File: config.mk
export PLATFORM = sky130hd
export DESIGN_NAME = sd_host_control_and_soft_reset
export DESIGN_NICKNAME = d
export VERILOG_FILES = /design/src/inc/sd_ctrl_pkg.sv /design/src/hdl/sd_host_control_and_soft_reset.sv /design/src/hdl/sd_link_sync.sv
export SDC_FILE = /design/constraint.sdc
export NUM_CORES = 1
export LEC_CHECK = 0
export ABC_CLOCK_PERIOD_IN_PS = 1870
export BUFFER_PORTS_ARGS = -buffer_cell sky130_fd_sc_hd__buf_4
export CAP_MARGIN = 20
export CORE_AREA = 2 2 164 102
export DETAILED_ROUTE_END_ITERATION = 8
export DIE_AREA = 0 0 166 104
export GPL_TIMING_DRIVEN = 0
export PLACE_DENSITY = 0.75
export SKIP_LAST_GASP = 1
export SLEW_MARGIN = 20
export SYNTH_ARGS = -nofsm -noshare
export SYNTH_HDL_FRONTEND = slang
export SYNTH_SLANG_ARGS = --single-unit
File: constraint.sdc
create_clock -name pclk -period 1.87 [get_ports pclk]
set_input_delay 0.187 -clock pclk [delete_from_list [all_inputs] [get_ports pclk]]
set_output_delay 0.187 -clock pclk [all_outputs]
set_load 0.05 [all_outputs]
File: src/inc/sd_ctrl_pkg.sv
// Package of register offsets, field positions and timing counts for the SD host control bank.
package sd_ctrl_pkg;

	// ****************************************************************
	// Register map
	// ****************************************************************
	localparam logic [11:0] host_control_off   = 12'h228;
	localparam logic [11:0] system_control_off = 12'h22c;
	localparam logic [11:0] event_status_off   = 12'h230;
	localparam logic [11:0] event_mask_off     = 12'h234;
	localparam logic [11:0] line_state_off     = 12'h238;
	localparam logic [31:0] host_control_rst   = 32'h0000_0000;
	localparam logic [31:0] system_control_rst = 32'h0000_0000;

	// ****************************************************************
	// Field positions
	// ****************************************************************
	localparam int bvs_lsb         = 9;
	localparam int bvs_msb         = 11;
	localparam int stop_gap_bit    = 16;
	localparam int continue_bit    = 17;
	localparam int full_rst_bit    = 24;
	localparam int cmd_rst_bit     = 25;
	localparam int dat_rst_bit     = 26;
	localparam int tmo_lsb         = 16;
	localparam int tmo_msb         = 19;
	localparam int div_lsb         = 6;
	localparam int div_msb         = 15;
	localparam int card_clk_en_bit = 2;
	localparam int int_clk_st_bit  = 1;
	localparam int int_clk_en_bit  = 0;

	localparam logic [2:0] bvs_1v8 = 3'h5;
	localparam logic [2:0] bvs_3v0 = 3'h6;
	localparam logic [2:0] bvs_3v3 = 3'h7;

	// Event status bit positions.
	localparam int ev_cmd_done  = 0;
	localparam int ev_xfer_done = 1;
	localparam int ev_gap       = 2;
	localparam int ev_wr_ready  = 4;
	localparam int ev_rd_ready  = 5;
	localparam int ev_rst_done  = 8;
	localparam int ev_width     = 9;

	// ****************************************************************
	// Timing
	// ****************************************************************
	localparam int pclk_mhz       = 250;
	localparam int rst_hold_ns    = 64;
	localparam int rst_hold_cyc   = (rst_hold_ns * pclk_mhz + 999) / 1000;

	typedef enum logic [1:0] {rst_idle, rst_run, rst_done} rst_state_e;

endpackage

File: src/hdl/sd_host_control_and_soft_reset.sv
// Host control and system control registers with self-clearing line soft resets.
`timescale 1ns/1ps
`default_nettype none
// Functional notes
// - Three-bit bus voltage select at bits 11:9; 5h 1.8V, 6h 3.0V, 7h 3.3V.
// - Host control bytes: wakeup, block gap, power 15:8, host control 7:0.
// - System control: resets 31:24, timeout 23:16, clock control 15:0.
// - Writing 1 to bit 26 or 25 starts that reset; bit self-clears when done.
// - Data-line reset resets data state machines in both clock domains.
// - Data-line reset clears buffer, data flags, gap controls and data status.
// - Data-line reset reinitialises bus-side handling and buffer management.
// - Command-line reset resets command state machines in both clock domains.
// - Command-line reset clears command inhibit, command complete, status handling.
// - Full reset bit 24 resets everything but the event mask and the reset-done event; self-clears.
module sd_host_control_and_soft_reset
	import sd_ctrl_pkg::*;
#(
	parameter int rst_cycles = rst_hold_cyc
) (
	input  wire logic        pclk,
	input  wire logic        presetn,
	input  wire logic        psel,
	input  wire logic        penable,
	input  wire logic        pwrite,
	input  wire logic [11:0] paddr,
	input  wire logic [31:0] pwdata,
	input  wire logic [3:0]  pstrb,
	output logic [31:0]      prdata,
	output logic             pready,
	output logic             pslverr,
	input  wire logic        card_clk_in,
	input  wire logic        cmd_issue,
	input  wire logic        cmd_end,
	input  wire logic        dat_start_rd,
	input  wire logic        dat_start_wr,
	input  wire logic        dat_block_end,
	input  wire logic        dat_last_end,
	input  wire logic [31:0] buf_wdata,
	input  wire logic        buf_wvalid,
	output logic [31:0]      data_buffer,
	output logic [2:0]       bus_voltage_select,
	output logic             card_clock_enable,
	output logic             internal_clock_enable,
	output logic [9:0]       clock_divider,
	output logic [3:0]       data_timeout_value,
	output logic             dat_fsm_rst,
	output logic             cmd_fsm_rst,
	output logic             full_fsm_rst,
	output logic             irq
);

	// ****************************************************************
	// Bus decode
	// ****************************************************************
	function automatic logic is_reg(input logic [11:0] a);
		return a == host_control_off || a == system_control_off || a == event_status_off ||
			a == event_mask_off || a == line_state_off;
	endfunction

	logic wr_en;
	logic rd_en;
	assign wr_en   = psel & penable & pwrite;
	assign rd_en   = psel & penable & ~pwrite;
	assign pready  = 1'b1;
	assign pslverr = psel & penable & ~is_reg(paddr);

	logic wr_hctl;
	logic wr_sctl;
	logic wr_mask;
	assign wr_hctl = wr_en && paddr == host_control_off;
	assign wr_sctl = wr_en && paddr == system_control_off;
	assign wr_mask = wr_en && paddr == event_mask_off;

	// ****************************************************************
	// Link clock edges
	// ****************************************************************
	logic link_lvl;
	logic link_rise;
	sd_link_sync u_sync (
		.pclk      (pclk),
		.presetn   (presetn),
		.link_in   (card_clk_in),
		.link_lvl  (link_lvl),
		.link_rise (link_rise)
	);

	// ****************************************************************
	// Soft reset sequencers
	// ****************************************************************
	// Each reset is held for a fixed number of clocks, which also covers a stopped card clock:
	// the card-side machines are cleared from this domain, so no card edge is needed to finish.
	rst_state_e dat_st_q;
	rst_state_e cmd_st_q;
	rst_state_e all_st_q;
	logic [15:0] dat_cnt_q;
	logic [15:0] cmd_cnt_q;
	logic [15:0] all_cnt_q;
	logic dat_req;
	logic cmd_req;
	logic all_req;
	assign all_req = wr_sctl & pstrb[3] & pwdata[full_rst_bit];
	assign dat_req = wr_sctl & pstrb[3] & pwdata[dat_rst_bit];
	assign cmd_req = wr_sctl & pstrb[3] & pwdata[cmd_rst_bit];

	localparam logic [15:0] rst_last = 16'(rst_cycles - 1);

	always_ff @(posedge pclk or negedge presetn) begin
		if (!presetn) begin
			all_st_q  <= rst_idle;
			all_cnt_q <= 16'h0000;
		end else begin
			case (all_st_q)
				rst_idle, rst_done: begin
					if (all_req) begin
						all_st_q  <= rst_run;
						all_cnt_q <= 16'h0000;
					end else all_st_q <= rst_idle;
				end
				rst_run: begin
					if (all_cnt_q == rst_last) all_st_q <= rst_done;
					else all_cnt_q <= all_cnt_q + 16'h0001;
				end
				default: all_st_q <= rst_idle;
			endcase
		end
	end

	always_ff @(posedge pclk or negedge presetn) begin
		if (!presetn) begin
			dat_st_q  <= rst_idle;
			dat_cnt_q <= 16'h0000;
		end else begin
			case (dat_st_q)
				rst_idle, rst_done: begin
					if (dat_req) begin
						dat_st_q  <= rst_run;
						dat_cnt_q <= 16'h0000;
					end else dat_st_q <= rst_idle;
				end
				rst_run: begin
					if (dat_cnt_q == rst_last) dat_st_q <= rst_done;
					else dat_cnt_q <= dat_cnt_q + 16'h0001;
				end
				default: dat_st_q <= rst_idle;
			endcase
		end
	end

	always_ff @(posedge pclk or negedge presetn) begin
		if (!presetn) begin
			cmd_st_q  <= rst_idle;
			cmd_cnt_q <= 16'h0000;
		end else begin
			case (cmd_st_q)
				rst_idle, rst_done: begin
					if (cmd_req) begin
						cmd_st_q  <= rst_run;
						cmd_cnt_q <= 16'h0000;
					end else cmd_st_q <= rst_idle;
				end
				rst_run: begin
					if (cmd_cnt_q == rst_last) cmd_st_q <= rst_done;
					else cmd_cnt_q <= cmd_cnt_q + 16'h0001;
				end
				default: cmd_st_q <= rst_idle;
			endcase
		end
	end

	logic all_busy;
	logic dat_clr;
	logic cmd_clr;
	assign all_busy     = all_st_q == rst_run;
	assign dat_clr      = dat_st_q == rst_run || all_busy;
	assign cmd_clr      = cmd_st_q == rst_run || all_busy;
	assign dat_fsm_rst  = dat_clr;
	assign cmd_fsm_rst  = cmd_clr;
	assign full_fsm_rst = all_busy;

	// ****************************************************************
	// Control registers
	// ****************************************************************
	logic [2:0] bvs_q;
	logic       stop_gap_q;
	logic       cont_q;
	logic [3:0] tmo_q;
	logic [9:0] div_q;
	logic       card_clk_q;
	logic       int_clk_q;

	always_ff @(posedge pclk or negedge presetn) begin
		if (!presetn) begin
			bvs_q      <= host_control_rst[bvs_msb:bvs_lsb];
			stop_gap_q <= 1'b0;
			cont_q     <= 1'b0;
		end else if (all_busy) begin
			bvs_q      <= host_control_rst[bvs_msb:bvs_lsb];
			stop_gap_q <= 1'b0;
			cont_q     <= 1'b0;
		end else begin
			if (wr_hctl && pstrb[1]) bvs_q <= pwdata[bvs_msb:bvs_lsb];
			if (dat_clr) begin
				stop_gap_q <= 1'b0;
				cont_q     <= 1'b0;
			end else if (wr_hctl && pstrb[2]) begin
				stop_gap_q <= pwdata[stop_gap_bit];
				cont_q     <= pwdata[continue_bit] | (cont_q & ~dat_start_rd & ~dat_start_wr);
			end else if (dat_start_rd || dat_start_wr) begin
				cont_q <= 1'b0;
			end
		end
	end

	always_ff @(posedge pclk or negedge presetn) begin
		if (!presetn) begin
			tmo_q      <= system_control_rst[tmo_msb:tmo_lsb];
			div_q      <= system_control_rst[div_msb:div_lsb];
			card_clk_q <= 1'b0;
			int_clk_q  <= 1'b0;
		end else if (all_busy) begin
			tmo_q      <= system_control_rst[tmo_msb:tmo_lsb];
			div_q      <= system_control_rst[div_msb:div_lsb];
			card_clk_q <= 1'b0;
			int_clk_q  <= 1'b0;
		end else if (wr_sctl) begin
			if (pstrb[2]) tmo_q <= pwdata[tmo_msb:tmo_lsb];
			if (pstrb[0]) begin
				card_clk_q <= pwdata[card_clk_en_bit];
				int_clk_q  <= pwdata[int_clk_en_bit];
			end
			if (pstrb[0] && pstrb[1]) div_q <= pwdata[div_msb:div_lsb];
		end
	end

	assign bus_voltage_select    = bvs_q;
	assign data_timeout_value    = tmo_q;
	assign clock_divider         = div_q;
	assign card_clock_enable     = card_clk_q;
	assign internal_clock_enable = int_clk_q;

	// ****************************************************************
	// Line state flags and data buffer
	// ****************************************************************
	logic cmd_busy_q;
	logic rd_act_q;
	logic wr_act_q;
	logic line_act_q;
	logic rd_rdy_q;
	logic wr_rdy_q;
	logic [31:0] buf_q;

	always_ff @(posedge pclk or negedge presetn) begin
		if (!presetn) cmd_busy_q <= 1'b0;
		else if (cmd_clr) cmd_busy_q <= 1'b0;
		else if (cmd_issue) cmd_busy_q <= 1'b1;
		else if (cmd_end) cmd_busy_q <= 1'b0;
	end

	always_ff @(posedge pclk or negedge presetn) begin
		if (!presetn) begin
			rd_act_q   <= 1'b0;
			wr_act_q   <= 1'b0;
			line_act_q <= 1'b0;
			rd_rdy_q   <= 1'b0;
			wr_rdy_q   <= 1'b0;
			buf_q      <= 32'h0000_0000;
		end else if (dat_clr) begin
			rd_act_q   <= 1'b0;
			wr_act_q   <= 1'b0;
			line_act_q <= 1'b0;
			rd_rdy_q   <= 1'b0;
			wr_rdy_q   <= 1'b0;
			buf_q      <= 32'h0000_0000;
		end else begin
			if (dat_start_rd) rd_act_q <= 1'b1;
			else if (dat_last_end) rd_act_q <= 1'b0;
			if (dat_start_wr) wr_act_q <= 1'b1;
			else if (dat_last_end) wr_act_q <= 1'b0;
			if (dat_start_rd || dat_start_wr || (cont_q && link_rise)) line_act_q <= 1'b1;
			else if (dat_last_end || (stop_gap_q && dat_block_end)) line_act_q <= 1'b0;
			if (buf_wvalid) begin
				buf_q    <= buf_wdata;
				rd_rdy_q <= rd_act_q;
			end
			wr_rdy_q <= wr_act_q & ~buf_wvalid;
		end
	end

	logic dat_busy;
	assign dat_busy    = line_act_q | rd_act_q;
	assign data_buffer = buf_q;

	// ****************************************************************
	// Events and interrupt
	// ****************************************************************
	logic [ev_width-1:0] ev_q;
	logic [ev_width-1:0] mask_q;
	logic [ev_width-1:0] ev_set;
	logic dat_busy_q;
	logic rst_fin;
	logic rd_stat;

	always_ff @(posedge pclk or negedge presetn) begin
		if (!presetn) dat_busy_q <= 1'b0;
		else dat_busy_q <= dat_busy;
	end

	assign rst_fin = (dat_st_q == rst_done) | (cmd_st_q == rst_done) | (all_st_q == rst_done);
	assign rd_stat = rd_en && paddr == event_status_off;

	always_comb begin
		ev_set = '0;
		ev_set[ev_cmd_done]  = cmd_end & cmd_busy_q;
		ev_set[ev_xfer_done] = dat_busy_q & ~dat_busy;
		ev_set[ev_gap]       = stop_gap_q & dat_block_end;
		ev_set[ev_wr_ready]  = wr_act_q & ~buf_wvalid & ~wr_rdy_q;
		ev_set[ev_rd_ready]  = rd_act_q & buf_wvalid;
		ev_set[ev_rst_done]  = rst_fin;
	end

	// A read clears only the bits it returned, so an event in its setup cycle is not lost.
	always_ff @(posedge pclk or negedge presetn) begin
		if (!presetn) ev_q <= '0;
		else begin
			ev_q <= (rd_stat ? ev_q & ~prdata[ev_width-1:0] : ev_q) | ev_set;
			if (dat_clr) begin
				ev_q[ev_xfer_done] <= 1'b0;
				ev_q[ev_gap]       <= 1'b0;
				ev_q[ev_wr_ready]  <= 1'b0;
				ev_q[ev_rd_ready]  <= 1'b0;
			end
			if (cmd_clr) ev_q[ev_cmd_done] <= 1'b0;
		end
	end

	always_ff @(posedge pclk or negedge presetn) begin
		if (!presetn) mask_q <= '0;
		else if (wr_mask) mask_q <= pwdata[ev_width-1:0];
	end

	assign irq = |(ev_q & mask_q);

	// ****************************************************************
	// Read data
	// ****************************************************************
	always_ff @(posedge pclk or negedge presetn) begin
		if (!presetn) prdata <= 32'h0000_0000;
		else if (psel && !penable && !pwrite) begin
			prdata <= 32'h0000_0000;
			if (paddr == host_control_off) begin
				prdata[bvs_msb:bvs_lsb] <= bvs_q;
				prdata[stop_gap_bit]    <= stop_gap_q;
				prdata[continue_bit]    <= cont_q;
			end else if (paddr == system_control_off) begin
				prdata[dat_rst_bit]         <= dat_st_q == rst_run;
				prdata[cmd_rst_bit]         <= cmd_st_q == rst_run;
				prdata[full_rst_bit]        <= all_busy;
				prdata[tmo_msb:tmo_lsb]     <= tmo_q;
				prdata[div_msb:div_lsb]     <= div_q;
				prdata[card_clk_en_bit]     <= card_clk_q;
				prdata[int_clk_st_bit]      <= int_clk_q;
				prdata[int_clk_en_bit]      <= int_clk_q;
			end else if (paddr == event_status_off) begin
				prdata[ev_width-1:0] <= ev_q;
			end else if (paddr == event_mask_off) begin
				prdata[ev_width-1:0] <= mask_q;
			end else if (paddr == line_state_off) begin
				prdata[0]  <= cmd_busy_q;
				prdata[1]  <= dat_busy;
				prdata[2]  <= line_act_q;
				prdata[8]  <= wr_act_q;
				prdata[9]  <= rd_act_q;
				prdata[10] <= wr_rdy_q;
				prdata[11] <= rd_rdy_q;
				prdata[12] <= link_lvl;
			end
		end
	end

endmodule // sd_host_control_and_soft_reset
`default_nettype wire

File: src/hdl/sd_link_sync.sv
// Two-flop synchroniser and edge finder for the card-side link clock.
`timescale 1ns/1ps
`default_nettype none
module sd_link_sync (
	input  wire logic pclk,
	input  wire logic presetn,
	input  wire logic link_in,
	output logic      link_lvl,
	output logic      link_rise
);
	logic meta_q;
	logic sync_q;
	logic last_q;

	always_ff @(posedge pclk or negedge presetn) begin
		if (!presetn) begin
			meta_q <= 1'b0;
			sync_q <= 1'b0;
			last_q <= 1'b0;
		end else begin
			meta_q <= link_in;
			sync_q <= meta_q;
			last_q <= sync_q;
		end
	end

	assign link_lvl  = sync_q;
	assign link_rise = sync_q & ~last_q;
endmodule // sd_link_sync
`default_nettype wire

==> flow_metrics.env, run 1 <==
export IMPL_status="completed"
export IMPL_avgRoutedWirePerCell_um=19.0
export IMPL_synthDistinctLibCells=57
export IMPL_max_slew_margin_rel=0.506
export IMPL_clock_sinks=158
export IMPL_io_pin_count=182
export IMPL_routed_wl_mm=22.5
export IMPL_clock_path_buffers=2
export IMPL_p_per_area_nw_per_um2=809
export IMPL_whs_ps=10.3
export IMPL_drive_gt1_frac=0.307
export IMPL_nets=1061
export IMPL_required_ps=2220
export IMPL_finalSetupTns_ps=0
export IMPL_placement_io_buffers=161
export IMPL_core_um2=15800
export IMPL_yosysTopAreaCell="dfrtp_1"
export IMPL_synth_avg_cell_area_um2=9.99
export IMPL_skew_ps=7.96
export IMPL_reg2reg_slack_ps=5
export IMPL_grt_overflow=0
export IMPL_synth_seq_cells=158
export IMPL_yosysWarnings=0
export IMPL_num_rows=36
export IMPL_synth_seq_area_share=0.524
export IMPL_syn_inst=755
export IMPL_worst_pin_slew_ps=740
export IMPL_die_area_um2=17300
export IMPL_start_util=0.477
export IMPL_fillers=1247
export IMPL_hold_violations=0
export IMPL_rsz0062_at_grt="true"
export IMPL_hold_end="data_buffer[30]"
export IMPL_numCtsBuffers=17
export IMPL_clk_pin_slew_ps=70
export IMPL_r2r_cells=5
export IMPL_power_w=0.00819
export IMPL_first_iter_violations=682
export IMPL_timing_rr_end="all_cnt_q[14]"
export IMPL_cp_start_kind="flip-flop"
export IMPL_rr_startpoint="all_cnt_q[0]"
export IMPL_synth_top_family_by_area="simple AND/OR/NAND/NOR gates"
export IMPL_synth_mux_area_frac=0.0738
export IMPL_setup_viol_count_final=0
export IMPL_hp_class="in2reg"
export IMPL_routabilityCongestion=0.857
export IMPL_pre_cts_slack_ps=-556
export IMPL_clock_latency_ps=420
export IMPL_cap_violations=0
export IMPL_dpl_hpwl_mm=15.8
export IMPL_clockRootBuffer="clkbuf_16"
export IMPL_drv_slew=0
export IMPL_syn_area_um2=7540
export IMPL_worst_slack_ps=4.58
export IMPL_drtPass1Iterations=9
export IMPL_worstSetupEndpointType="flip-flop"
export IMPL_p_leak_nw=4.66
export IMPL_synth_compound_area_frac=0.124
export IMPL_hold_path_startpoint="buf_wdata[30]"
export IMPL_crit_arrival_ps=2220
export IMPL_htreeDepth=4
export IMPL_synthSimpleGateAreaFrac=0.207
export IMPL_synth_edff_count=0
export IMPL_ys_flop_type="dfrtp_1"
export IMPL_antenna_found_initial=0
export IMPL_vdd_drop_max_mv=0.590
export IMPL_critical_path_max_fanout=4
export IMPL_whs_path_depth=3
export IMPL_diodes=0
export IMPL_cts_tree="built"
export IMPL_crit_type="reg2reg"
export IMPL_die_x_um=166
export IMPL_grt_max_degree=92
export IMPL_synthAdderAreaFrac=0.00498
export IMPL_via_per_inst=5.70
export IMPL_dieHeight_um=104
export IMPL_final_antenna_net_count=0
export IMPL_period_share=0.998
export IMPL_async_reset_ff_frac=1.00
export IMPL_synthTopCellsByArea="dfrtp_1 52%, mux2i_1 5.4%, a21oi_1 3.6%"
export IMPL_grt_pass1_wl_mm=35.4
export IMPL_synth_xor_area_frac=0.0221
export IMPL_synth_top_cell_area_share=0.524
export IMPL_fin_crit_ps=1870
export IMPL_max_freq_mhz=536
export IMPL_grtUsageTotal=0.256
export IMPL_drc=0
export IMPL_num_vias=6763
export IMPL_grt_pass1_vias=6438
export IMPL_area_growth_pct=34.2
-- cells by family after synthesis --
logic type / Yosys count
simple gates: 287
compound gates: 159
flops: 158
buf+inv: 73
mux: 54
xor+xnor: 19
fa+ha+maj: 3
other cells: 2
-- cell usage after synthesis (10+ instances only) --
cell type  number
inv_1          30
buf_4          13
o22ai_1        10
o21ai_0        50
clkbuf_1       21
nor4_1         17
or3_1          14
a22oi_1        11
or4_1          10
a21oi_1        55
o31ai_1        15
dfrtp_1       158
nand4_1        17
nor2_1         67
nand2_1        56
mux2i_1        41
nand3_1        44
mux2_2         13
xnor2_1        18
-- report_power, final --
part | switching (W) | leakage [nW] | internal, W
Sequential | 0.0000616 | 1.98 | 0.00351
Combinational | 0.000662 | 2.39 | 0.000349
Clock | 0.00153 | 0.297 | 0.00207
Total | 0.00225 | 4.66 | 0.00594
-- state kept, by name, indices dropped and copies added (netlist names), 2 cells and up --
name and flops:
prdata 23, clock_divider 10, ev_q 9, data_buffer 32
all_cnt_q 16, dat_st_q 2, dat_cnt_q 16, mask_q 9
bus_voltage_select 3, data_timeout_value 4, all_st_q 2, cmd_st_q 2
cmd_cnt_q 16
-- cells in the final DEF (no fill, tap or decap), types with 11 or more instances in the layout --
master	Yosys	final
clkbuf_1	21	14
xnor2_1	18	18
nand3_1	44	41
inv_1	30	30
dfrtp_1	158	153
clkbuf_16	0	17
nand4_1	17	17
mux2_2	13	13
nor2_1	67	65
mux2i_1	41	41
or3_1	14	12
a22oi_1	11	11
nor4_1	17	13
o21ai_0	50	50
a21oi_1	55	49
nand2_1	56	54
buf_4	13	191
o31ai_1	15	15
-- metal layers --
metal | vias to the layer above | part of all wire | global-route usage
li1 | 3140 | - | -
met1 | 3320 | 0.46 | 0.392
met2 | 281 | 0.44 | 0.375
met3 | 22 | 0.090 | 0.0537
met4 | 0 | 0.0086 | 0.0565
met5 | - | 0 | 0
-- layout make-up --
class,instances,area (um^2),area share
Tap cell,209,262,0.0258
Clock inverter,13,154,0.0152
Clock buffer,19,453,0.0447
Inverter,30,113,0.0111
Buffer,39,219,0.0216
Sequential cell,158,3960,0.391
Multi-Input combinational cell,532,3500,0.346
Timing Repair Buffer,187,1460,0.144
-- worst max-delay path by stage --
| stage | from | end | slack [ps] | cells after the start |
|---|---|---|---|---|
| 2_1_floorplan | paddr[8] | prdata[2] | 0.2 | 5 |
| 3_3_place_gp | paddr[8] | all_cnt_q[10] | -550 | 6 |
| 3_5_place_dp | paddr[8] | all_cnt_q[15] | -560 | 6 |
| 4_1_cts | all_st_q[1] | dat_fsm_rst | -20 | 5 |
| 5_1_grt | cmd_cnt_q[1] | cmd_cnt_q[11] | -40 | 5 |
| 6_report | all_cnt_q[0] | all_cnt_q[14] | 5 | 5 |
-- through the flow --
step | cells | util | cell area (um^2)
6_report | 1187 | 0.640 | 10100
3_5_place_dp | 1134 | 0.575 | 9090
4_1_cts | 1180 | 0.629 | 9940
3_3_place_gp | 1133 | 0.573 | 9060
2_1_floorplan | 763 | - | 7590
5_1_grt | 1187 | 0.640 | 10100
-- repair_timing --
item | 4_1_cts | 5_1_grt
setup buffers | 13 | 9
pin swaps | 9 | 5
hold buffers | 4 | 0
gates resized for setup | 33 | 31
hold endpoints to repair | 70 | 0
setup endpoints to repair | 29 | 54
-- worst max-delay path: stages (launching register included) --
cell	delay [ps]
dfrtp_2	430
ha_4	180
nand2_2	80
or4_4	570
or3_4	410
a21oi_2	120
Note: power is estimated with default switching activity, not from simulation.
==> run 2: changes to the inputs <==
--- a/config.mk
+++ b/config.mk
@@ -11,10 +11,11 @@
 export CORE_AREA = 2 2 164 102
 export DETAILED_ROUTE_END_ITERATION = 8
 export DIE_AREA = 0 0 166 104
-export GPL_TIMING_DRIVEN = 0
+export GPL_TIMING_DRIVEN = 1
 export PLACE_DENSITY = 0.75
 export SKIP_LAST_GASP = 1
 export SLEW_MARGIN = 20
 export SYNTH_ARGS = -nofsm -noshare
 export SYNTH_HDL_FRONTEND = slang
+export SYNTH_HIERARCHICAL = 1
 export SYNTH_SLANG_ARGS = --single-unit
==> run 2 against run 1 <==
Net effect:
- core utilization rose by 1.4 points
- cell area is 2.2% higher
- worst hold slack improved by 3.9 ps
- synthesized area grew 0.33%
- critical path type is now in2out
- non-clock buffer count increased by 30
- die area unchanged
- critical endpoint is now pslverr
- maximum frequency increased by 1.6%
- sequential power up 2%
- combinational power grew 7%
==> flow_metrics.env, run 2 <==
export IMPL_top_usage_layer="met1"
export IMPL_cap_violations=0
export IMPL_max_freq_mhz=544
export IMPL_seq_area_um2=3950
export IMPL_critical_path_max_fanout=5
export IMPL_skew_ps=9.71
export IMPL_rsz0062_at_grt="true"
export IMPL_worstSetupEndpointType="primary output"
export IMPL_required_ps=1680
export IMPL_synth_seq_cells=158
export IMPL_fillers=1213
export IMPL_clock_path_buffers=2
export IMPL_status="completed"
export IMPL_finalSetupTns_ps=0
export IMPL_area_growth_pct=36.7
export IMPL_grt_pass1_vias=6589
export IMPL_grtUsageTotal=0.252
export IMPL_multi_input_area_um2=3470
export IMPL_syn_area_um2=7570
export IMPL_period_share=0.982
export IMPL_grt_overflow=0
export IMPL_final_antenna_net_count=0
export IMPL_synth_common_cells="158 x dfrtp_1, 67 x nor2_1, 51 x mux2i_1"
export IMPL_via_per_inst=5.74
export IMPL_clockRootBuffer="clkbuf_16"
export IMPL_hold_violations=0
export IMPL_vdd_drop_max_mv=0.639
export IMPL_p_per_area_nw_per_um2=784
export IMPL_synth_xor_area_frac=0.0185
export IMPL_largest_register_ffs=32
export IMPL_numCtsBuffers=17
export IMPL_dpl_hpwl_mm=15.5
export IMPL_final_cell_mix="242 x buf_4, 158 x dfrtp_1, 66 x nor2_1"
export IMPL_ys_flop_type="dfrtp_1"
export IMPL_crit_type="in2out"
export IMPL_drv_slew=0
export IMPL_drtPass1Iterations=5
export IMPL_cp_start_kind="input port"
export IMPL_core_um2=15800
export IMPL_start_util=0.479
export IMPL_syn_inst=728
export IMPL_antenna_found_initial=0
export IMPL_clock_sinks=158
export IMPL_yosysWarnings=6
export IMPL_synth_top_cell_area_share=0.522
export IMPL_num_rows=36
export IMPL_placement_io_buffers=162
export IMPL_synth_mux_area_frac=0.0838
export IMPL_grt_pass1_wl_mm=34.9
export IMPL_synth_seq_area_share=0.522
export IMPL_synth_top_family_by_area="simple AND/OR/NAND/NOR gates"
export IMPL_crit_arrival_ps=1650
export IMPL_routabilityCongestion=0.866
export IMPL_synthAdderAreaFrac=0.00496
export IMPL_hp_class="in2reg"
export IMPL_grtUsageMet1=0.375
export IMPL_met2_usage=0.373
export IMPL_async_reset_ff_frac=1.00
export IMPL_setup_viol_count_final=0
export IMPL_first_iter_violations=607
export IMPL_die_x_um=166
export IMPL_routed_wl_mm=21.4
export IMPL_yosysTopAreaCell="dfrtp_1"
export IMPL_htreeDepth=4
export IMPL_dp_cells=1145
export IMPL_drc=0
export IMPL_synth_most_common_cell="dfrtp_1"
export IMPL_fin_crit_ps=1840
export IMPL_synth_compound_area_frac=0.132
export IMPL_clock_latency_ps=420
export IMPL_p_leak_nw=4.89
export IMPL_synthSimpleGateAreaFrac=0.197
export IMPL_synth_edff_count=0
export IMPL_nets=1061
export IMPL_drive_gt1_frac=0.338
export IMPL_synthDistinctLibCells=69
export IMPL_grt_max_degree=63
export IMPL_io_pin_count=182
export IMPL_avgRoutedWirePerCell_um=18.0
export IMPL_cts_tree="built"
export IMPL_final_common_cell="buf_4"
export IMPL_diodes=0
export IMPL_num_vias=6811
export IMPL_postLayoutCoreUtil=0.654
export IMPL_gr_usage_met3=0.0582
export IMPL_synthTopCellsByArea="dfrtp_1 52%, mux2i_1 6.7%, nor2_1 3.3%"
export IMPL_synth_avg_cell_area_um2=10.4
export IMPL_die_area_um2=17300
export IMPL_clk_pin_slew_ps=70
export IMPL_fin_cells=1187
export IMPL_dieHeight_um=104
-- run 2: cell types whose count changed after synthesis, sizes merged, moves of 4 or more --
cell    change
nand3      -16
o21ai      -16
a22o       +12
a21oi      -11
inv        -10
mux2i      +10
nand2      -10
o22ai       -7
nor2        +5
xnor2       -5
a22oi       -4
a311oi      +4
nor3        +4
or3         -4
-- run 2: report_power, final --
| group | internal [W] | total, W | switching, W |
|---|---|---|---|
| combinational | 0.000408 | 0.00108 | 0.000672 |
| clock | 0.00188 | 0.00339 | 0.00152 |
| sequential | 0.00355 | 0.00364 | 0.0000946 |
-- run 2: cell families after synthesis --
| logic type | Yosys count |
|---|---|
| buffers and inverters | 66 |
| adders and majority gates | 3 |
| xor gates and xnor gates | 16 |
| and+or+nand+nor | 268 |
| other | 2 |
| DFF | 158 |
| muxes | 62 |
| AOI/OAI and AO/OA | 153 |
-- run 2: path summary, 6_finish.rpt --
path / start / end / slack (ps) / cells after the start
min in group asynchronous: presetn / cmd_cnt_q[8] / 260 / 2
max in group asynchronous: presetn / data_buffer[30] / 920 / 3
min reg2reg: u_sync/meta_q / u_sync/link_lvl / 360 / 0
max reg2reg: dat_cnt_q[13] / dat_cnt_q[1] / 60 / 5
min: buf_wdata[17] / data_buffer[17] / 10 / 3
max: paddr[10] / pslverr / 30 / 5
-- run 2: cell type report --
| cell class | instances | area share |
|---|---|---|
| Tap cell | 209 | 0.0253 |
| Clock buffer | 17 | 0.0411 |
| Inverter | 20 | 0.00726 |
| Clock inverter | 15 | 0.0148 |
| Sequential cell | 158 | 0.382 |
| Timing Repair Buffer | 256 | 0.194 |
| Multi-Input combinational cell | 512 | 0.335 |
-- run 2: timing repair --
action	CTS	global route
pin swaps	4	15
gates resized for setup	15	19
hold buffers	6	0
hold endpoints to repair	50	0
setup buffers	3	4
cloned	0	0
endpoints found under the setup margin	13	20
-- run 2: metrics by stage --
| step | instance area [um^2] | power (W) | setup WS [ps] | hold slack (ps) |
|---|---|---|---|---|
| final | 10300 | 0.00811 | 33.2 | 14.2 |
| after global routing | 10300 | 0.00841 | -23.9 | 11.9 |
| after CTS | 10300 | 0.00814 | -31.7 | 0.965 |
| after detailed placement | 9540 | 0.00475 | -292 | 147 |
| after global placement | 9540 | 0.00474 | -299 | 155 |
| after floorplan | 7650 | 0.00425 | -101 | -109 |
-- run 2: metal layers --
layer / part of all wire / wire length, um
met5: 0 / 0
met4: 0.0080 / 172
met3: 0.086 / 1840
met2: 0.45 / 9530
met1: 0.46 / 9850
-- run 2: worst max-delay path, cell delays in order --
cell	delay, ps
buf_4	110
or4b_4	590
or3_4	410
and4_4	210
buf_8	150
